File: src/rtl/meas_cmd_pkg.sv
// Constants for the measurement and test command sequencer.
// Assumes a 100 MHz system clock and a serial command decoder on the same clock.
package meas_cmd_pkg;

    // Command codes as delivered by the serial decoder
    localparam logic [7:0] CMD_AM_TOGGLE   = 8'hD2;
    localparam logic [7:0] CMD_MEAS_AMP    = 8'hD3;
    localparam logic [7:0] CMD_GAIN_RESET  = 8'hD5;
    localparam logic [7:0] CMD_REG_ADJUST  = 8'hD6;
    localparam logic [7:0] CMD_MEAS_PHASE  = 8'hD9;
    localparam logic [7:0] CMD_CLEAR_RSSI  = 8'hDA;
    localparam logic [7:0] CMD_TRANSPARENT = 8'hDC;
    localparam logic [7:0] CMD_CAP_CAL     = 8'hDD;
    localparam logic [7:0] CMD_CAP_MEAS    = 8'hDE;
    localparam logic [7:0] CMD_MEAS_SUPPLY = 8'hDF;
    localparam logic [7:0] CMD_TEST_ACCESS = 8'hFC;

    // Test register space
    localparam logic [5:0] OBS_SEL_ADDR    = 6'h01;
    localparam logic [7:0] OBS_SEL_RESET   = 8'h40;
    localparam int         OBS_FIELD_LSB   = 0;
    localparam int         OBS_FIELD_W     = 4;

    // Converter source encoding
    localparam logic [1:0] SRC_AMPLITUDE   = 2'h0;
    localparam logic [1:0] SRC_PHASE       = 2'h1;
    localparam logic [1:0] SRC_SUPPLY      = 2'h2;

    // Timing
    localparam int CLK_MHZ        = 100;
    localparam int ADC_TIME_US    = 25;
    localparam int REG_ADJ_MS     = 5;
    localparam int CAP_CAL_MS     = 3;
    localparam int CAP_MEAS_US    = 250;
    localparam int ADC_CYCLES     = ADC_TIME_US * CLK_MHZ;
    localparam int REG_ADJ_CYCLES = REG_ADJ_MS * 1000 * CLK_MHZ;
    localparam int CAP_CAL_CYCLES = CAP_CAL_MS * 1000 * CLK_MHZ;
    localparam int CAP_MEAS_CYC   = CAP_MEAS_US * CLK_MHZ;
    localparam int CNT_W          = 20;

endpackage : meas_cmd_pkg

File: src/rtl/meas_cmd_seq.sv
// Measurement and test command sequencer.
// Assumes commands and register accesses arrive as one-cycle strobes from the
// serial decoder on clk_sys; analog blocks answer with done strobes on clk_sys.
`timescale 1ns/10ps
`default_nettype none

module meas_cmd_seq
    import meas_cmd_pkg::*;
#(
    parameter int ADJ_CYC  = REG_ADJ_CYCLES,
    parameter int CAL_CYC  = CAP_CAL_CYCLES,
    parameter int CMEAS_CYC = CAP_MEAS_CYC,
    parameter int MCAL_W   = 4
) (
    input  wire logic              clk_sys,
    input  wire logic              nrst,
    input  wire logic              cmd_valid,
    input  wire logic [7:0]        cmd_code,
    input  wire logic              serial_frame_select,
    input  wire logic              reg_wr,
    input  wire logic              reg_rd,
    input  wire logic [5:0]        reg_addr,
    input  wire logic [7:0]        reg_wdata,
    input  wire logic              tx_en_cfg,
    input  wire logic              rx_en_cfg,
    input  wire logic              ext_reg_select,
    input  wire logic [2:0]        supply_select,
    input  wire logic [MCAL_W-1:0] manual_cal,
    input  wire logic              ready_mode,
    input  wire logic              new_reception,
    input  wire logic              adc_done,
    input  wire logic [7:0]        adc_data,
    input  wire logic              reg_adj_done,
    input  wire logic              cap_done,
    input  wire logic [7:0]        obs_digital,
    output logic                   tx_enable_r,
    output logic                   rx_enable_r,
    output logic                   am_modulated_r,
    output logic                   amp_det_en_r,
    output logic                   phase_det_en_r,
    output logic                   adc_start_r,
    output logic                   adc_abs_mode_r,
    output logic [1:0]             adc_source_r,
    output logic [2:0]             adc_supply_sel_r,
    output logic [7:0]             converter_result_r,
    output logic                   gain_reset_r,
    output logic                   rssi_clear_r,
    output logic                   reg_adj_start_r,
    output logic                   cap_cal_start_r,
    output logic                   cap_meas_start_r,
    output logic                   cap_cal_irq_r,
    output logic                   transparent_r,
    output logic                   test_space_r,
    output logic [7:0]             test_rdata_r,
    output logic [7:0]             obs_select_r,
    output logic                   observation_pin_a_r,
    output logic                   observation_pin_b_r,
    output logic                   busy_r
);

    generate
        if (ADJ_CYC < 1 || ADJ_CYC >= (1 << CNT_W) || CAL_CYC < 1 ||
            CAL_CYC >= (1 << CNT_W) || CMEAS_CYC < 1 || CMEAS_CYC >= (1 << CNT_W))
            $error("meas_cmd_seq: cycle count out of counter range");
        if (MCAL_W < 1 || MCAL_W > 8)
            $error("meas_cmd_seq: manual calibration width unsupported");
    endgenerate

    typedef enum logic [2:0] {
        ST_IDLE,
        ST_ADC,
        ST_REG_ADJ,
        ST_CAP_CAL,
        ST_CAP_MEAS
    } state_e;

    typedef struct packed {
        state_e            state;
        logic [CNT_W-1:0]  cnt;
        logic              fs_meta;
        logic              fs_sync;
        logic              fs_prev;
        logic              transparent_armed;
        logic              tx_en;
        logic              rx_en;
        logic              am_mod;
        logic              amp_en;
        logic              ph_en;
        logic              adc_start;
        logic              adc_abs;
        logic [1:0]        adc_src;
        logic [2:0]        sup_sel;
        logic [7:0]        result;
        logic              gain_rst;
        logic              rssi_clr;
        logic              adj_start;
        logic              cal_start;
        logic              meas_start;
        logic              cal_irq;
        logic              transparent;
        logic              test_space;
        logic [7:0]        rdata;
        logic [7:0]        obs_sel;
        logic              pin_a;
        logic              pin_b;
        logic              busy;
    } state_s;

    state_s st_r;
    state_s st_nxt;

    // Compares elapsed cycles of a running command against its limit
    function automatic logic expired(input logic [CNT_W-1:0] c, input int lim);
        expired = (c >= CNT_W'(lim - 1));
    endfunction : expired

    // Starts a converter run; transmitter forced on for the amplitude and phase measurements
    function automatic state_s start_adc(input state_s s, input logic [1:0] src,
                                         input logic abs_mode);
        state_s t;
        t = s;
        t.state = ST_ADC;
        t.cnt = '0;
        t.adc_start = 1'b1;
        t.adc_src = src;
        t.adc_abs = abs_mode;
        t.tx_en = 1'b1;
        start_adc = t;
    endfunction : start_adc

    logic fs_rise;
    logic fs_fall;
    logic cmd_go;
    logic [3:0] obs_field;

    assign fs_rise   = st_r.fs_sync & ~st_r.fs_prev;
    assign fs_fall   = ~st_r.fs_sync & st_r.fs_prev;
    assign cmd_go    = cmd_valid & (st_r.state == ST_IDLE);
    assign obs_field = st_r.obs_sel[OBS_FIELD_LSB +: OBS_FIELD_W];

    always_comb begin
        st_nxt = st_r;
        st_nxt.fs_meta    = serial_frame_select;
        st_nxt.fs_sync    = st_r.fs_meta;
        st_nxt.fs_prev    = st_r.fs_sync;
        st_nxt.adc_start  = 1'b0;
        st_nxt.gain_rst   = 1'b0;
        st_nxt.adj_start  = 1'b0;
        st_nxt.cal_start  = 1'b0;
        st_nxt.meas_start = 1'b0;
        st_nxt.cal_irq    = 1'b0;
        st_nxt.rssi_clr   = new_reception;
        st_nxt.cnt        = st_r.cnt + CNT_W'(1);

        // Enables follow the configuration only while idle; a running command forces or holds them
        if (st_r.state == ST_IDLE) begin
            st_nxt.tx_en = tx_en_cfg;
            st_nxt.rx_en = rx_en_cfg;
        end

        // Frame end starts transparent mode, next frame start ends it
        if (fs_rise) begin
            st_nxt.test_space = 1'b0;
            if (st_r.transparent_armed) begin
                st_nxt.transparent = 1'b1;
                st_nxt.transparent_armed = 1'b0;
            end
        end
        if (fs_fall) begin
            st_nxt.transparent = 1'b0;
        end

        // Test space accesses; only the observation register is populated
        if (st_r.test_space && reg_wr && reg_addr == OBS_SEL_ADDR) begin
            st_nxt.obs_sel = reg_wdata;
        end
        if (st_r.test_space && reg_rd) begin
            st_nxt.rdata = (reg_addr == OBS_SEL_ADDR) ? st_r.obs_sel : 8'h00;
        end

        // Observation routing; analog codes leave the digital pins low
        st_nxt.pin_a = 1'b0;
        st_nxt.pin_b = 1'b0;
        case (obs_field)
            4'h1:    st_nxt.pin_b = obs_digital[0];
            4'h2:    st_nxt.pin_b = obs_digital[1];
            4'h5:    st_nxt.pin_b = obs_digital[2];
            4'h6:    st_nxt.pin_b = obs_digital[3];
            4'h7:    st_nxt.pin_b = obs_digital[4];
            4'hB: begin
                st_nxt.pin_a = obs_digital[5];
                st_nxt.pin_b = obs_digital[6];
            end
            4'hC: begin
                st_nxt.pin_a = obs_digital[7];
                st_nxt.pin_b = obs_digital[6];
            end
            default: begin
                st_nxt.pin_a = 1'b0;
                st_nxt.pin_b = 1'b0;
            end
        endcase

        case (st_r.state)
            ST_IDLE: begin
                if (cmd_go) begin
                    case (cmd_code)
                        CMD_AM_TOGGLE:   st_nxt.am_mod = ~st_r.am_mod;
                        CMD_MEAS_AMP: begin
                            st_nxt = start_adc(st_nxt, SRC_AMPLITUDE, 1'b1);
                            st_nxt.amp_en = 1'b1;
                        end
                        CMD_MEAS_PHASE: begin
                            st_nxt = start_adc(st_nxt, SRC_PHASE, 1'b0);
                            st_nxt.ph_en = 1'b1;
                        end
                        CMD_MEAS_SUPPLY: begin
                            st_nxt = start_adc(st_nxt, SRC_SUPPLY, 1'b1);
                            st_nxt.tx_en = tx_en_cfg;
                            st_nxt.sup_sel = supply_select;
                        end
                        CMD_GAIN_RESET:  st_nxt.gain_rst = 1'b1;
                        CMD_CLEAR_RSSI:  st_nxt.rssi_clr = 1'b1;
                        CMD_REG_ADJUST: begin
                            // Refused quietly when the regulator is set externally
                            if (!ext_reg_select) begin
                                st_nxt.state = ST_REG_ADJ;
                                st_nxt.cnt = '0;
                                st_nxt.adj_start = 1'b1;
                                st_nxt.tx_en = 1'b1;
                                st_nxt.rx_en = 1'b1;
                            end
                        end
                        CMD_TRANSPARENT: st_nxt.transparent_armed = 1'b1;
                        CMD_CAP_CAL: begin
                            if (manual_cal == '0) begin
                                st_nxt.state = ST_CAP_CAL;
                                st_nxt.cnt = '0;
                                st_nxt.cal_start = 1'b1;
                            end
                        end
                        CMD_CAP_MEAS: begin
                            st_nxt.state = ST_CAP_MEAS;
                            st_nxt.cnt = '0;
                            st_nxt.meas_start = 1'b1;
                        end
                        CMD_TEST_ACCESS: st_nxt.test_space = 1'b1;
                        default: st_nxt.state = ST_IDLE;
                    endcase
                end
            end
            ST_ADC: begin
                // Timeout bounds the command even if the converter never answers
                if (adc_done || expired(st_r.cnt, ADC_CYCLES)) begin
                    if (adc_done) begin
                        st_nxt.result = adc_data;
                    end
                    st_nxt.state = ST_IDLE;
                    st_nxt.amp_en = 1'b0;
                    st_nxt.ph_en = 1'b0;
                end
            end
            ST_REG_ADJ: begin
                if (reg_adj_done || expired(st_r.cnt, ADJ_CYC)) begin
                    st_nxt.state = ST_IDLE;
                    st_nxt.tx_en = tx_en_cfg;
                    st_nxt.rx_en = rx_en_cfg;
                end
            end
            ST_CAP_CAL: begin
                if (cap_done || expired(st_r.cnt, CAL_CYC)) begin
                    st_nxt.state = ST_IDLE;
                    st_nxt.cal_irq = ready_mode;
                end
            end
            ST_CAP_MEAS: begin
                if (cap_done || expired(st_r.cnt, CMEAS_CYC)) begin
                    st_nxt.state = ST_IDLE;
                end
            end
            default: st_nxt.state = ST_IDLE;
        endcase

        // Busy kept in its own flop so the output carries no state decode
        st_nxt.busy = (st_nxt.state != ST_IDLE);
    end

    always_ff @(posedge clk_sys or negedge nrst) begin
        if (!nrst) begin
            st_r <= '0;
            st_r.state <= ST_IDLE;
            st_r.fs_meta <= 1'b1;
            st_r.fs_sync <= 1'b1;
            st_r.fs_prev <= 1'b1;
            st_r.obs_sel <= OBS_SEL_RESET;
        end else begin
            st_r <= st_nxt;
        end
    end

    assign tx_enable_r         = st_r.tx_en;
    assign rx_enable_r         = st_r.rx_en;
    assign am_modulated_r      = st_r.am_mod;
    assign amp_det_en_r        = st_r.amp_en;
    assign phase_det_en_r      = st_r.ph_en;
    assign adc_start_r         = st_r.adc_start;
    assign adc_abs_mode_r      = st_r.adc_abs;
    assign adc_source_r        = st_r.adc_src;
    assign adc_supply_sel_r    = st_r.sup_sel;
    assign converter_result_r  = st_r.result;
    assign gain_reset_r        = st_r.gain_rst;
    assign rssi_clear_r        = st_r.rssi_clr;
    assign reg_adj_start_r     = st_r.adj_start;
    assign cap_cal_start_r     = st_r.cal_start;
    assign cap_meas_start_r    = st_r.meas_start;
    assign cap_cal_irq_r       = st_r.cal_irq;
    assign transparent_r       = st_r.transparent;
    assign test_space_r        = st_r.test_space;
    assign test_rdata_r        = st_r.rdata;
    assign obs_select_r        = st_r.obs_sel;
    assign observation_pin_a_r = st_r.pin_a;
    assign observation_pin_b_r = st_r.pin_b;
    assign busy_r              = st_r.busy;

endmodule : meas_cmd_seq

`default_nettype wire

File: config.mk
export PLATFORM = sky130hd
export DESIGN_NAME = meas_cmd_seq
export DESIGN_NICKNAME = d
export VERILOG_FILES = /design/src/rtl/meas_cmd_pkg.sv /design/src/rtl/meas_cmd_seq.sv
export SDC_FILE = /design/constraint.sdc
export NUM_CORES = 1
export LEC_CHECK = 0
export BUFFER_PORTS_ARGS = -buffer_cell sky130_fd_sc_hd__buf_4
export CORE_UTILIZATION = 33
export CTS_BUF_LIST = sky130_fd_sc_hd__clkbuf_8
export DETAILED_ROUTE_END_ITERATION = 7
export HOLD_SLACK_MARGIN = 0.08
export PLACE_DENSITY = 0.55
export SLEW_MARGIN = 0
export SYNTH_ARGS = -nofsm -noshare
export SYNTH_HDL_FRONTEND = slang
export SYNTH_SLANG_ARGS = --single-unit
File: constraint.sdc
create_clock -name clk_sys -period 2.7 [get_ports clk_sys]
set_input_delay 0.27 -clock clk_sys [delete_from_list [all_inputs] [get_ports clk_sys]]
set_output_delay 0.27 -clock clk_sys [all_outputs]
set_load 0.005 [all_outputs]
After elaboration in Yosys (flattened, before gate mapping):

Index checks and enable logic that the tools add are counted.
W data, S select, Z words.

* register bits: 74
* logic and storage cells: 142

* add/subtract/negate cells: 1
* magnitude comparators: 4
* eq/ne operators: 30
* multiplexer cells: 46
* bitwise operators: 9
* reduce and logical (&&, ||, !) cells: 23

Operator list (count)
* $eq A8 B8 Y1 const B: 11
* $mux W74: 1
* $pmux W20 S3: 1
* $pmux W17 S3: 1
* $mux W23: 2
* $ge A20 B19 Y1 const B: 2
* $mux W8: 5
* $pmux W3 S5: 2
* $mux W24: 1
* $mux W21: 1
* $add A20 B1 Y20 const B: 1
* $ge A20 B12 Y1 const B: 1
* $ge A20 B15 Y1 const B: 1
* $pmux W8 S2: 1
* $mux W1: 14
* $eq A4 B3 Y1 const B: 3
* $mux W3: 4
* $reduce_and A6 Y1: 2
* $mux W2: 5
* $ne A2 B2 Y1 const B: 5
* $eq A4 B4 Y1 const B: 2
* $pmux W2 S2: 2
* $mux W7: 1
* $eq A3 B2 Y1 const B: 2
* 25 further kinds: 42

Longest topological paths before layout:

Gate-level depths: netlist of run 1.

* word-level depth: 7
* mapped depth: 7
* depth with buffers taken out: 6

Least setup slack after synthesis of run 1:

OpenSTA, ideal clock, no wires.

* kind: flip-flop to flip-flop
* from: register st_r[71] (netlist bit)
* to: register st_r[65] (netlist bit)
* arrival: 2.082 ns
* data required time: 2.581 ns
* slack: 0.499 ns
* cell stages (with the launch flop): 8
* period minus slack after synthesis: 2.201 ns
* cell sequence: dfrtp_1 -> buf_2 -> or4b_1 -> clkbuf_2 -> or3_4 -> a2111oi_4 -> buf_6 -> nor2_1

RTL lines
* start: declaration: RTL line meas_cmd_seq.sv:109 `state_s st_r;`
* start signal: assignment: RTL line meas_cmd_seq.sv:297 `st_r <= st_nxt;`

==> metrics, run 1 <==
H-tree levels 3; vias in the first global route 3,173; top cells by area, synth dfrtp_1 44%, buf_4 5.7%, mux2_2 5.7%; status finished with violations; RSZ-0062 raised after global routing no; Max Cap Viol 0; share of cells above drive strength 1 31.3%; crit path DAT 2.49 ns; clock sinks 74; clock tree from TritonCTS yes; Final Hold Viols 0; post-DR vias/cell 4.98; Register Area 1860 um2; Min Hold Slack 0.0536 ns; Critical Path RT 2.93 ns; Ant. Diodes 0; failing checks DRC; core area 11,600 um2; Bufs on Longest Clock Path 2; GP Congestion 0.826; clock slew at reported path FFs 0.08 ns; max-slew violations 0; max_slew headroom 38.0%; CP Class reg2reg; Routed Antenna Nets 0; PD cells 600 nW/um2; largest net degree at the start of global routing 75; sequential area share after synthesis 46.7%; initial core utilization 34.4%; Power Internal 2.13 mW; # setup viols final 0; die width 112 um; clock network power share 36.3%; die height 112 um; Ys Warns 0; initial antenna violation count 0; HP Class in2async; Max Clk Rate 0.442 GHz; CTS Buf Count 9; clk_lat worst skew 0.35 ns; Layout area overhead 24.1%; Die Footprint 12,500 um2; # rows 39; clk_skew 0.0128 ns; synth cell count leaders 70 x dfrtp_1, 42 x nand2_1, 41 x nor2_1; 1st-iter DRT viols 127; total track usage 15.9%; CTS root buffer clkbuf_8; Top FF cell, synth dfrtp_1; crit-path max FO 20; Place WS 0.453 ns; Yosys top cell by area dfrtp_1; ys async rst share 100%; CP endpoint kind register; nets 556; Tcrit/Tclk final 83.7%; Synth Register Bits 74; number of flops mapped to enable cells by yosys 0; Pleak 2.31 nW; most common cell in the netlist dfrtp_1; DRC Markers 13; first drt pass iteration count 7; Yosys top cell area share 44.0%; I/O Pins 106; Post-Place Cell Area 4680 um2; via count 3,197; net load switching power 0.833 mW; Tmin final 2.26 ns; first-pass GRT wire length 15,700 um; maximum VDD drop 214 uV; crit path launch type register; total grt overflow 0; combinational share of power 15.5%; Total Neg Setup Slack 0 ns; min setup slack post-route 0.439 ns; Unique masters post-synth 54; syn nets 483; Reg power frac 48.2%; Avg Synthesized Cell Area 9.45 um2; Total Wirelength 9470 um; worst-margin pin slew 0.931 ns; DPL Wire Length 6940 um; post-cts resize count 0; synthesized area 3980 um2; area of the multi-input gates 1760 um2; # fillers 1,134; sw frac 28.1%; Post-Synthesis Cells 421; Finished Cell Area 4940 um2; Routed WL per cell 14.7 um; buffers added on ports 105
==> routing by layer <==
| layer | vias up | track usage (%) | share of wire (%) |
|---|---|---|---|
| met1 | 1509 | 20.7 | 46 |
| met3 | 8 | 3.86 | 6.3 |
| met2 | 102 | 25.1 | 46 |
| li1 | 1578 | - | - |
| met4 | 0 | 6.76 | 1.4 |
| met5 | - | 0 | 0 |
==> worst max-delay path: stages, from the launching register on <==
cell and delay (ns):
dfrtp_1 0.47, or4b_1 0.57, or3_4 0.39, a2111oi_4 0.32, buf_4 0.30, nor2_1 0.08
==> cell usage in the layout (no fill, tap or decap), types with 3 or more instances in the layout <==
cell       Yosys  routed
nand3_1       18      18
or3_1          3       3
o21ai_0       22      22
and3_1         4       4
nand4_1        7       7
mux2_2        20      20
nor2_1        41      41
buf_4         30     110
o22ai_1        3       3
bufinv_16      0       3
nor2b_1        7       7
xnor2_1       12      12
dfstp_2        4       4
o211ai_1       4       4
nor3b_1        3       3
xor2_1        10      10
nand2b_1       4       4
a21oi_1       16      16
nand2_1       42      42
nor4_1         4       4
dfrtp_1       70      70
clkbuf_8       0      11
nor3_1        19      19
inv_1         15      16
ha_1           3       3
a31oi_1        5       5
==> through the flow <==
| stage | util (%) | std cells | total power [mW] |
|---|---|---|---|
| finish | 42.7 | 642 | 2.96 |
| global route | 42.7 | 642 | 3.14 |
| CTS | 42.7 | 642 | 2.99 |
| detailed placement | 40.4 | 625 | 1.90 |
| global placement | 40.4 | 625 | 1.89 |
| floorplan | - | 421 | 1.70 |
==> power by group through the flow <==
stage | clock network (mW) | registers (mW) | logic [mW]
4_1_cts | 1.10 | 1.42 | 0.462
5_1_grt | 1.17 | 1.46 | 0.516
2_1_floorplan | 0 | 1.35 | 0.349
3_5_place_dp | 0 | 1.44 | 0.460
6_report | 1.08 | 1.43 | 0.458
3_3_place_gp | 0 | 1.44 | 0.450
==> cells by family after synthesis <==
family / share of synthesized area [%]
compound gates: 10.4
xor+xnor: 4.84
fa+ha+maj: 0.943
buf+inv: 9.34
flops: 46.7
mux: 6.16
simple gates: 21.7
==> layout make-up <==
cell class                      instances  area share [%]
Sequential cell                        74            37.6
Multi-Input combinational cell        283            35.6
Timing Repair Buffer                  111            16.9
Tap cell                              143            3.62
Clock buffer                           11            3.06
Clock inverter                          5            2.08
Inverter                               15            1.14
==> sequential cells by signal, indices dropped and copies added (netlist names), 2 cells and up <==
name,count
st_r,27
converter_result_r,8
obs_select_r,8
test_rdata_r,8
adc_supply_sel_r,3
adc_source_r,2
==> worst paths after layout <==
path	from	endpoint	slack [ns]	cells after the start
max in group asynchronous	nrst	obs_select_r[1]	2.04	1
worst max-delay path	st_r[71]	st_r[58]	0.44	5
worst max register to register	st_r[71]	st_r[58]	0.44	5
worst min register to register	st_r[50]	st_r[49]	0.36	0
worst min-delay path	nrst	adc_source_r[0]	0.05	1
min in group clk_sys	new_reception	rssi_clear_r	0.10	2
==> timing repair <==
action | in CTS | in global routing
buffers inserted | 0 | 0
endpoints found under the hold margin | 1 | 0
hold buffers | 1 | 0
Power figures use the tool's default switching activity.
==> run 2: changes to the inputs <==
--- a/config.mk
+++ b/config.mk
@@ -10,7 +10,7 @@
 export CTS_BUF_LIST = sky130_fd_sc_hd__clkbuf_8
 export DETAILED_ROUTE_END_ITERATION = 7
 export HOLD_SLACK_MARGIN = 0.08
-export PLACE_DENSITY = 0.55
+export PLACE_DENSITY = 0.57
 export SLEW_MARGIN = 0
 export SYNTH_ARGS = -nofsm -noshare
 export SYNTH_HDL_FRONTEND = slang
==> constraint.sdc (replaced) <==
create_clock -name clk_sys -period 1.89 [get_ports clk_sys]
set_input_delay 0.189 -clock clk_sys [delete_from_list [all_inputs] [get_ports clk_sys]]
set_output_delay 0.189 -clock clk_sys [all_outputs]
set_load 0.005 [all_outputs]
==> run 2 against run 1 <==
  * The flow finishes with violations (DRC, setup timing)
  * First-iteration DRC count increased by 110%
  * Clock power rose by 30%
  * Critical path depth stayed put
  * Sequential share of layout area shrank 3.7 points
  * Final cell count rose by 8.6%
  * Die area unchanged
  * Clock skew shrank 0.0017 ns
  * Worst hold slack better by 0.054 ns
  * Worst setup slack got worse by 0.51 ns
  * Sequential power is 38% higher
  * Largest power group unchanged
==> metrics, run 2 (synthesis gave the netlist of run 1 again) <==
# rows 39; Total Neg Setup Slack -1.40 ns; buffers added on ports 105; net load switching power 1.30 mW; total power 4.30 mW; worst-margin pin slew 0.918 ns; first-pass GRT wire length 16,800 um; initial core utilization 34.4%; crit-path max FO 20; first drt pass iteration count 7; clock sinks 74; clk_skew 0.0111 ns; 1st-iter DRT viols 272; post-layout util 47.3%; vias in the first global route 3,443; Finished Cell Area 5470 um2; Final Hold Viols 0; Min Hold Slack 0.108 ns; min setup slack post-route -0.0741 ns; Tmin final 1.96 ns; failing checks DRC, setup timing; Total Wirelength 9970 um; maximum VDD drop 455 uV; CP Class reg2reg; crit path DAT 2.20 ns; Max Cap Viol 0; hold path cells 3; total grt overflow 0; Routed Antenna Nets 0; core area 11,600 um2; combinational share of power 21.5%; clock slew at reported path FFs 0.08 ns; status finished with violations; post-DR vias/cell 4.91; Die Footprint 12,500 um2; Max Clk Rate 0.509 GHz; # setup viols final 23; DRC Markers 12; GP Congestion 0.821; I/O Pins 106; crit path launch type register; RSZ-0062 raised after global routing yes; Power Internal 3.00 mW; CP endpoint kind register; Pleak 2.57 nW; clk_lat worst skew 0.35 ns; max reg flops 27; Tcrit/Tclk final 104%; Layout area overhead 37.5%; CTS root buffer clkbuf_8; Post-Place Cell Area 4920 um2; Reg with most FFs st_r; clock tree from TritonCTS yes; sw frac 30.1%; HP Class in2reg; via count 3,419; Routed WL per cell 14.3 um; Reg power frac 46.0%; Bufs on Longest Clock Path 2; max-slew violations 0; die height 112 um; Critical Path RT 2.13 ns; PD cells 785 nW/um2; Worst R2R Path Depth 5; HP Start rx_en_cfg; share of cells above drive strength 1 35.6%; initial antenna violation count 0; die width 112 um; largest net degree at the start of global routing 40; crit path launch st_r[71]; total track usage 16.8%; most frequent cells in the layout 138 x buf_4, 70 x dfrtp_1, 42 x nand2_1; max_slew headroom 37.2%; CTS Buf Count 9; FF-to-FF Start st_r[71]; clock network power share 32.5%; DPL Wire Length 7300 um; most common cell after layout, fill and taps aside buf_4; nets 611; H-tree levels 3; Ant. Diodes 0
[run 2: cell count changes in the layout (fill, tap and decap cells not counted), moves of 2 or more]
cell,previous run,this run
clkinv_4,1,3
buf_4,110,138
clkbuf_8,11,9
buf_12,0,2
nor3_1,19,17
or4b_4,0,2
dlygate4sd3_1,1,26
[run 2: final timing paths]
check,slack (ns),end
max,-0.07,st_r[60]
min,0.11,rx_enable_r
max reg2reg,-0.07,st_r[60]
min reg2reg,0.37,st_r[49]
max in group asynchronous,0.95,test_rdata_r[3]
min in group asynchronous,0.36,st_r[51]
[run 2: area by class of cell]
class / instances / area, um2
fillers: 1107 / 6090
flip-flops and latches: 74 / 1860
multi-input cells: 283 / 1820
repair buffers: 166 / 1340
well taps: 143 / 179
clock buffers: 9 / 124
clock inverters: 7 / 103
inverters: 15 / 56.3
[run 2: metrics by stage]
| stage | setup slack [ns] | instances |
|---|---|---|
| detailed placement | -0.128 | 653 |
| global placement | -0.0993 | 653 |
| finish | -0.0741 | 697 |
| CTS | -0.0775 | 696 |
| floorplan | -0.187 | 421 |
| global route | -0.156 | 697 |
[run 2: power by group through the flow]
stage	Sequential, mW	Combinational [mW]	Clock [mW]
global route	2.00	1.03	1.52
global placement	1.98	0.835	0
floorplan	1.93	0.500	0
CTS	1.96	0.905	1.46
detailed placement	1.99	0.855	0
finish	1.97	0.924	1.40
[run 2: per-layer routing]
layer	up-vias	GRT usage (%)	share of wire, %
li1	1688	-	-
met4	0	6.85	2.0
met3	15	2.61	5.0
met2	103	27.1	46
met5	-	0	0
met1	1613	22.5	47
[run 2: critical path, stage by stage (launching register included)]
cell and delay [ns]:
dfrtp_1 0.39, or4b_4 0.56, or3_4 0.36, a2111oi_4 0.28, buf_12 0.20, nor2_1 0.06
[run 2: timing repair]
item	4_1_cts	5_1_grt
endpoints found under the setup margin	25	29
resized for setup	2	10
cloned	0	0
hold buffers	26	0
endpoints found under the hold margin	59	0
pin swaps	1	2
setup buffers	1	1
==> run 3: changes to the inputs <==
--- a/config.mk
+++ b/config.mk
@@ -10,7 +10,8 @@
 export CTS_BUF_LIST = sky130_fd_sc_hd__clkbuf_8
 export DETAILED_ROUTE_END_ITERATION = 7
 export HOLD_SLACK_MARGIN = 0.08
-export PLACE_DENSITY = 0.57
+export PLACE_DENSITY = 0.55
+export SETUP_SLACK_MARGIN = 0.2
 export SLEW_MARGIN = 0
 export SYNTH_ARGS = -nofsm -noshare
 export SYNTH_HDL_FRONTEND = slang
==> constraint.sdc (replaced) <==
create_clock -name clk_sys -period 2.4 [get_ports clk_sys]
set_input_delay 0.24 -clock clk_sys [delete_from_list [all_inputs] [get_ports clk_sys]]
set_output_delay 0.24 -clock clk_sys [all_outputs]
set_load 0.005 [all_outputs]
==> run 3 against run 2 <==
  * Fmax down 8.5%
  * Critical path type unchanged
  * Largest power group unchanged
  * Non-clock buffer count down 43
  * Global-route usage down 1.2 points
  * Final cell count down 6.2%
  * Critical path depth up 1
  * Clock-buffer cell count up 1
  * Worst setup slack better by 0.33 ns
  * The run ends with DRC left
==> metrics, run 3 (synthesis gave the netlist of run 1 again) <==
crit path launch type register; I/O Pins 106; CP endpoint kind register; HP Class in2reg; Ant. Diodes 0; crit path DAT 2.38 ns; 1st-iter DRT viols 180; Finished Cell Area 5030 um2; Post-Place Cell Area 4720 um2; buffers added on ports 105; Reg power frac 49.5%; most frequent cells in the layout 117 x buf_4, 68 x dfrtp_1, 42 x nand2_1; net load switching power 0.963 mW; via count 3,258; clock network power share 34.2%; maximum VDD drop 276 uV; failing checks DRC; max-slew violations 0; initial antenna violation count 0; H-tree levels 3; crit-path max FO 10; status finished with violations; Layout area overhead 26.5%; # setup viols final 0; Tcrit/Tclk final 89.5%; Routed WL per cell 14.4 um; PD cells 644 nW/um2; Reg with most FFs st_r; max reg flops 27; CTS Buf Count 9; DPL Wire Length 6720 um; die width 112 um; R2R Setup Slk 0.25 ns; Pleak 2.35 nW; clock slew at reported path FFs 0.09 ns; first drt pass iteration count 6; die height 112 um; core area 11,600 um2; sw frac 29.7%; Bufs on Longest Clock Path 2; post-layout util 43.5%; clk_skew 0.0157 ns; vias in the first global route 3,057; combinational share of power 16.4%; CP Class reg2reg; first-pass GRT wire length 15,400 um; clock sinks 74; share of cells above drive strength 1 33.5%; most common cell after layout, fill and taps aside buf_4; clock tree from TritonCTS yes; post-DR vias/cell 4.98; Routed Antenna Nets 0; # rows 39; CTS root buffer clkbuf_8; GP Congestion 0.836; max_slew headroom 50.4%; nets 568; total grt overflow 0; largest net degree at the start of global routing 75; Final Hold Viols 0; Total Neg Setup Slack 0 ns; Power Internal 2.28 mW; Tmin final 2.15 ns; Die Footprint 12,500 um2; RSZ-0062 raised after global routing yes; worst-margin pin slew 0.725 ns; Critical Path RT 2.64 ns; DRC Markers 14; initial core utilization 34.4%; Total Wirelength 9410 um; Max Cap Viol 0; clk_lat worst skew 0.36 ns; Max Clk Rate 0.466 GHz; total track usage 15.6%
==> run 3: power groups by stage <==
| stage | registers, mW | logic, mW | clock network [mW] |
|---|---|---|---|
| 2_1_floorplan | 1.52 | 0.393 | 0 |
| 3_3_place_gp | 1.62 | 0.513 | 0 |
| 3_5_place_dp | 1.62 | 0.523 | 0 |
| 4_1_cts | 1.60 | 0.532 | 1.15 |
| 5_1_grt | 1.64 | 0.606 | 1.20 |
| 6_report | 1.60 | 0.531 | 1.11 |
==> run 3: final cells by class <==
type,instances,area (um2)
fill,1137,6530
sequential,74,1860
multi-input combinational,283,1770
timing repair buffer,123,947
tap,143,179
clock buffer,10,138
clock inverter,6,88.8
inverter,15,56.3
==> run 3: per-stage QoR <==
stage,instances,power [mW],hold WS (ns),worst slack [ns]
2_1_floorplan,421,1.91,-0.0556,0.307
3_3_place_gp,629,2.13,0.287,0.277
3_5_place_dp,629,2.14,0.292,0.221
4_1_cts,648,3.28,0.0929,0.245
5_1_grt,654,3.44,0.0938,0.183
6_report,654,3.24,0.114,0.253
==> run 3: what timing repair did <==
item / in CTS / in global routing
gates cloned: 0 / 1
hold endpoints to repair: 72 / 0
setup buffers: 0 / 5
gates resized for setup: 1 / 6
endpoints found under the setup margin: 1 / 16
hold buffers: 3 / 0
==> run 3: critical path: stages (launching register included) <==
cell       delay [ns]
dfrtp_2          0.45
or4b_4           0.54
or3_4            0.38
a2111oi_4        0.29
buf_4            0.18
buf_6            0.13
nor2_1           0.06
==> run 3: path summary, 6_finish.rpt <==
path | cells past startpoint | endpoint | start
worst max-delay path | 6 | st_r[57] | st_r[73]
worst min-delay path | 2 | obs_select_r[1] | reg_wdata[1]
worst max register to register | 6 | st_r[57] | st_r[73]
worst min register to register | 0 | st_r[49] | st_r[50]
max in group asynchronous | 3 | st_r[48] | nrst
min in group asynchronous | 3 | amp_det_en_r | nrst
==> run 3: per-layer routing <==
layer,up-vias,track usage [%],share of wire [%]
li1,1608,-,-
met2,131,23.5,44
met1,1507,20.9,46
met4,0,6.67,2.3
met3,12,4.35,8.0
met5,-,0,0
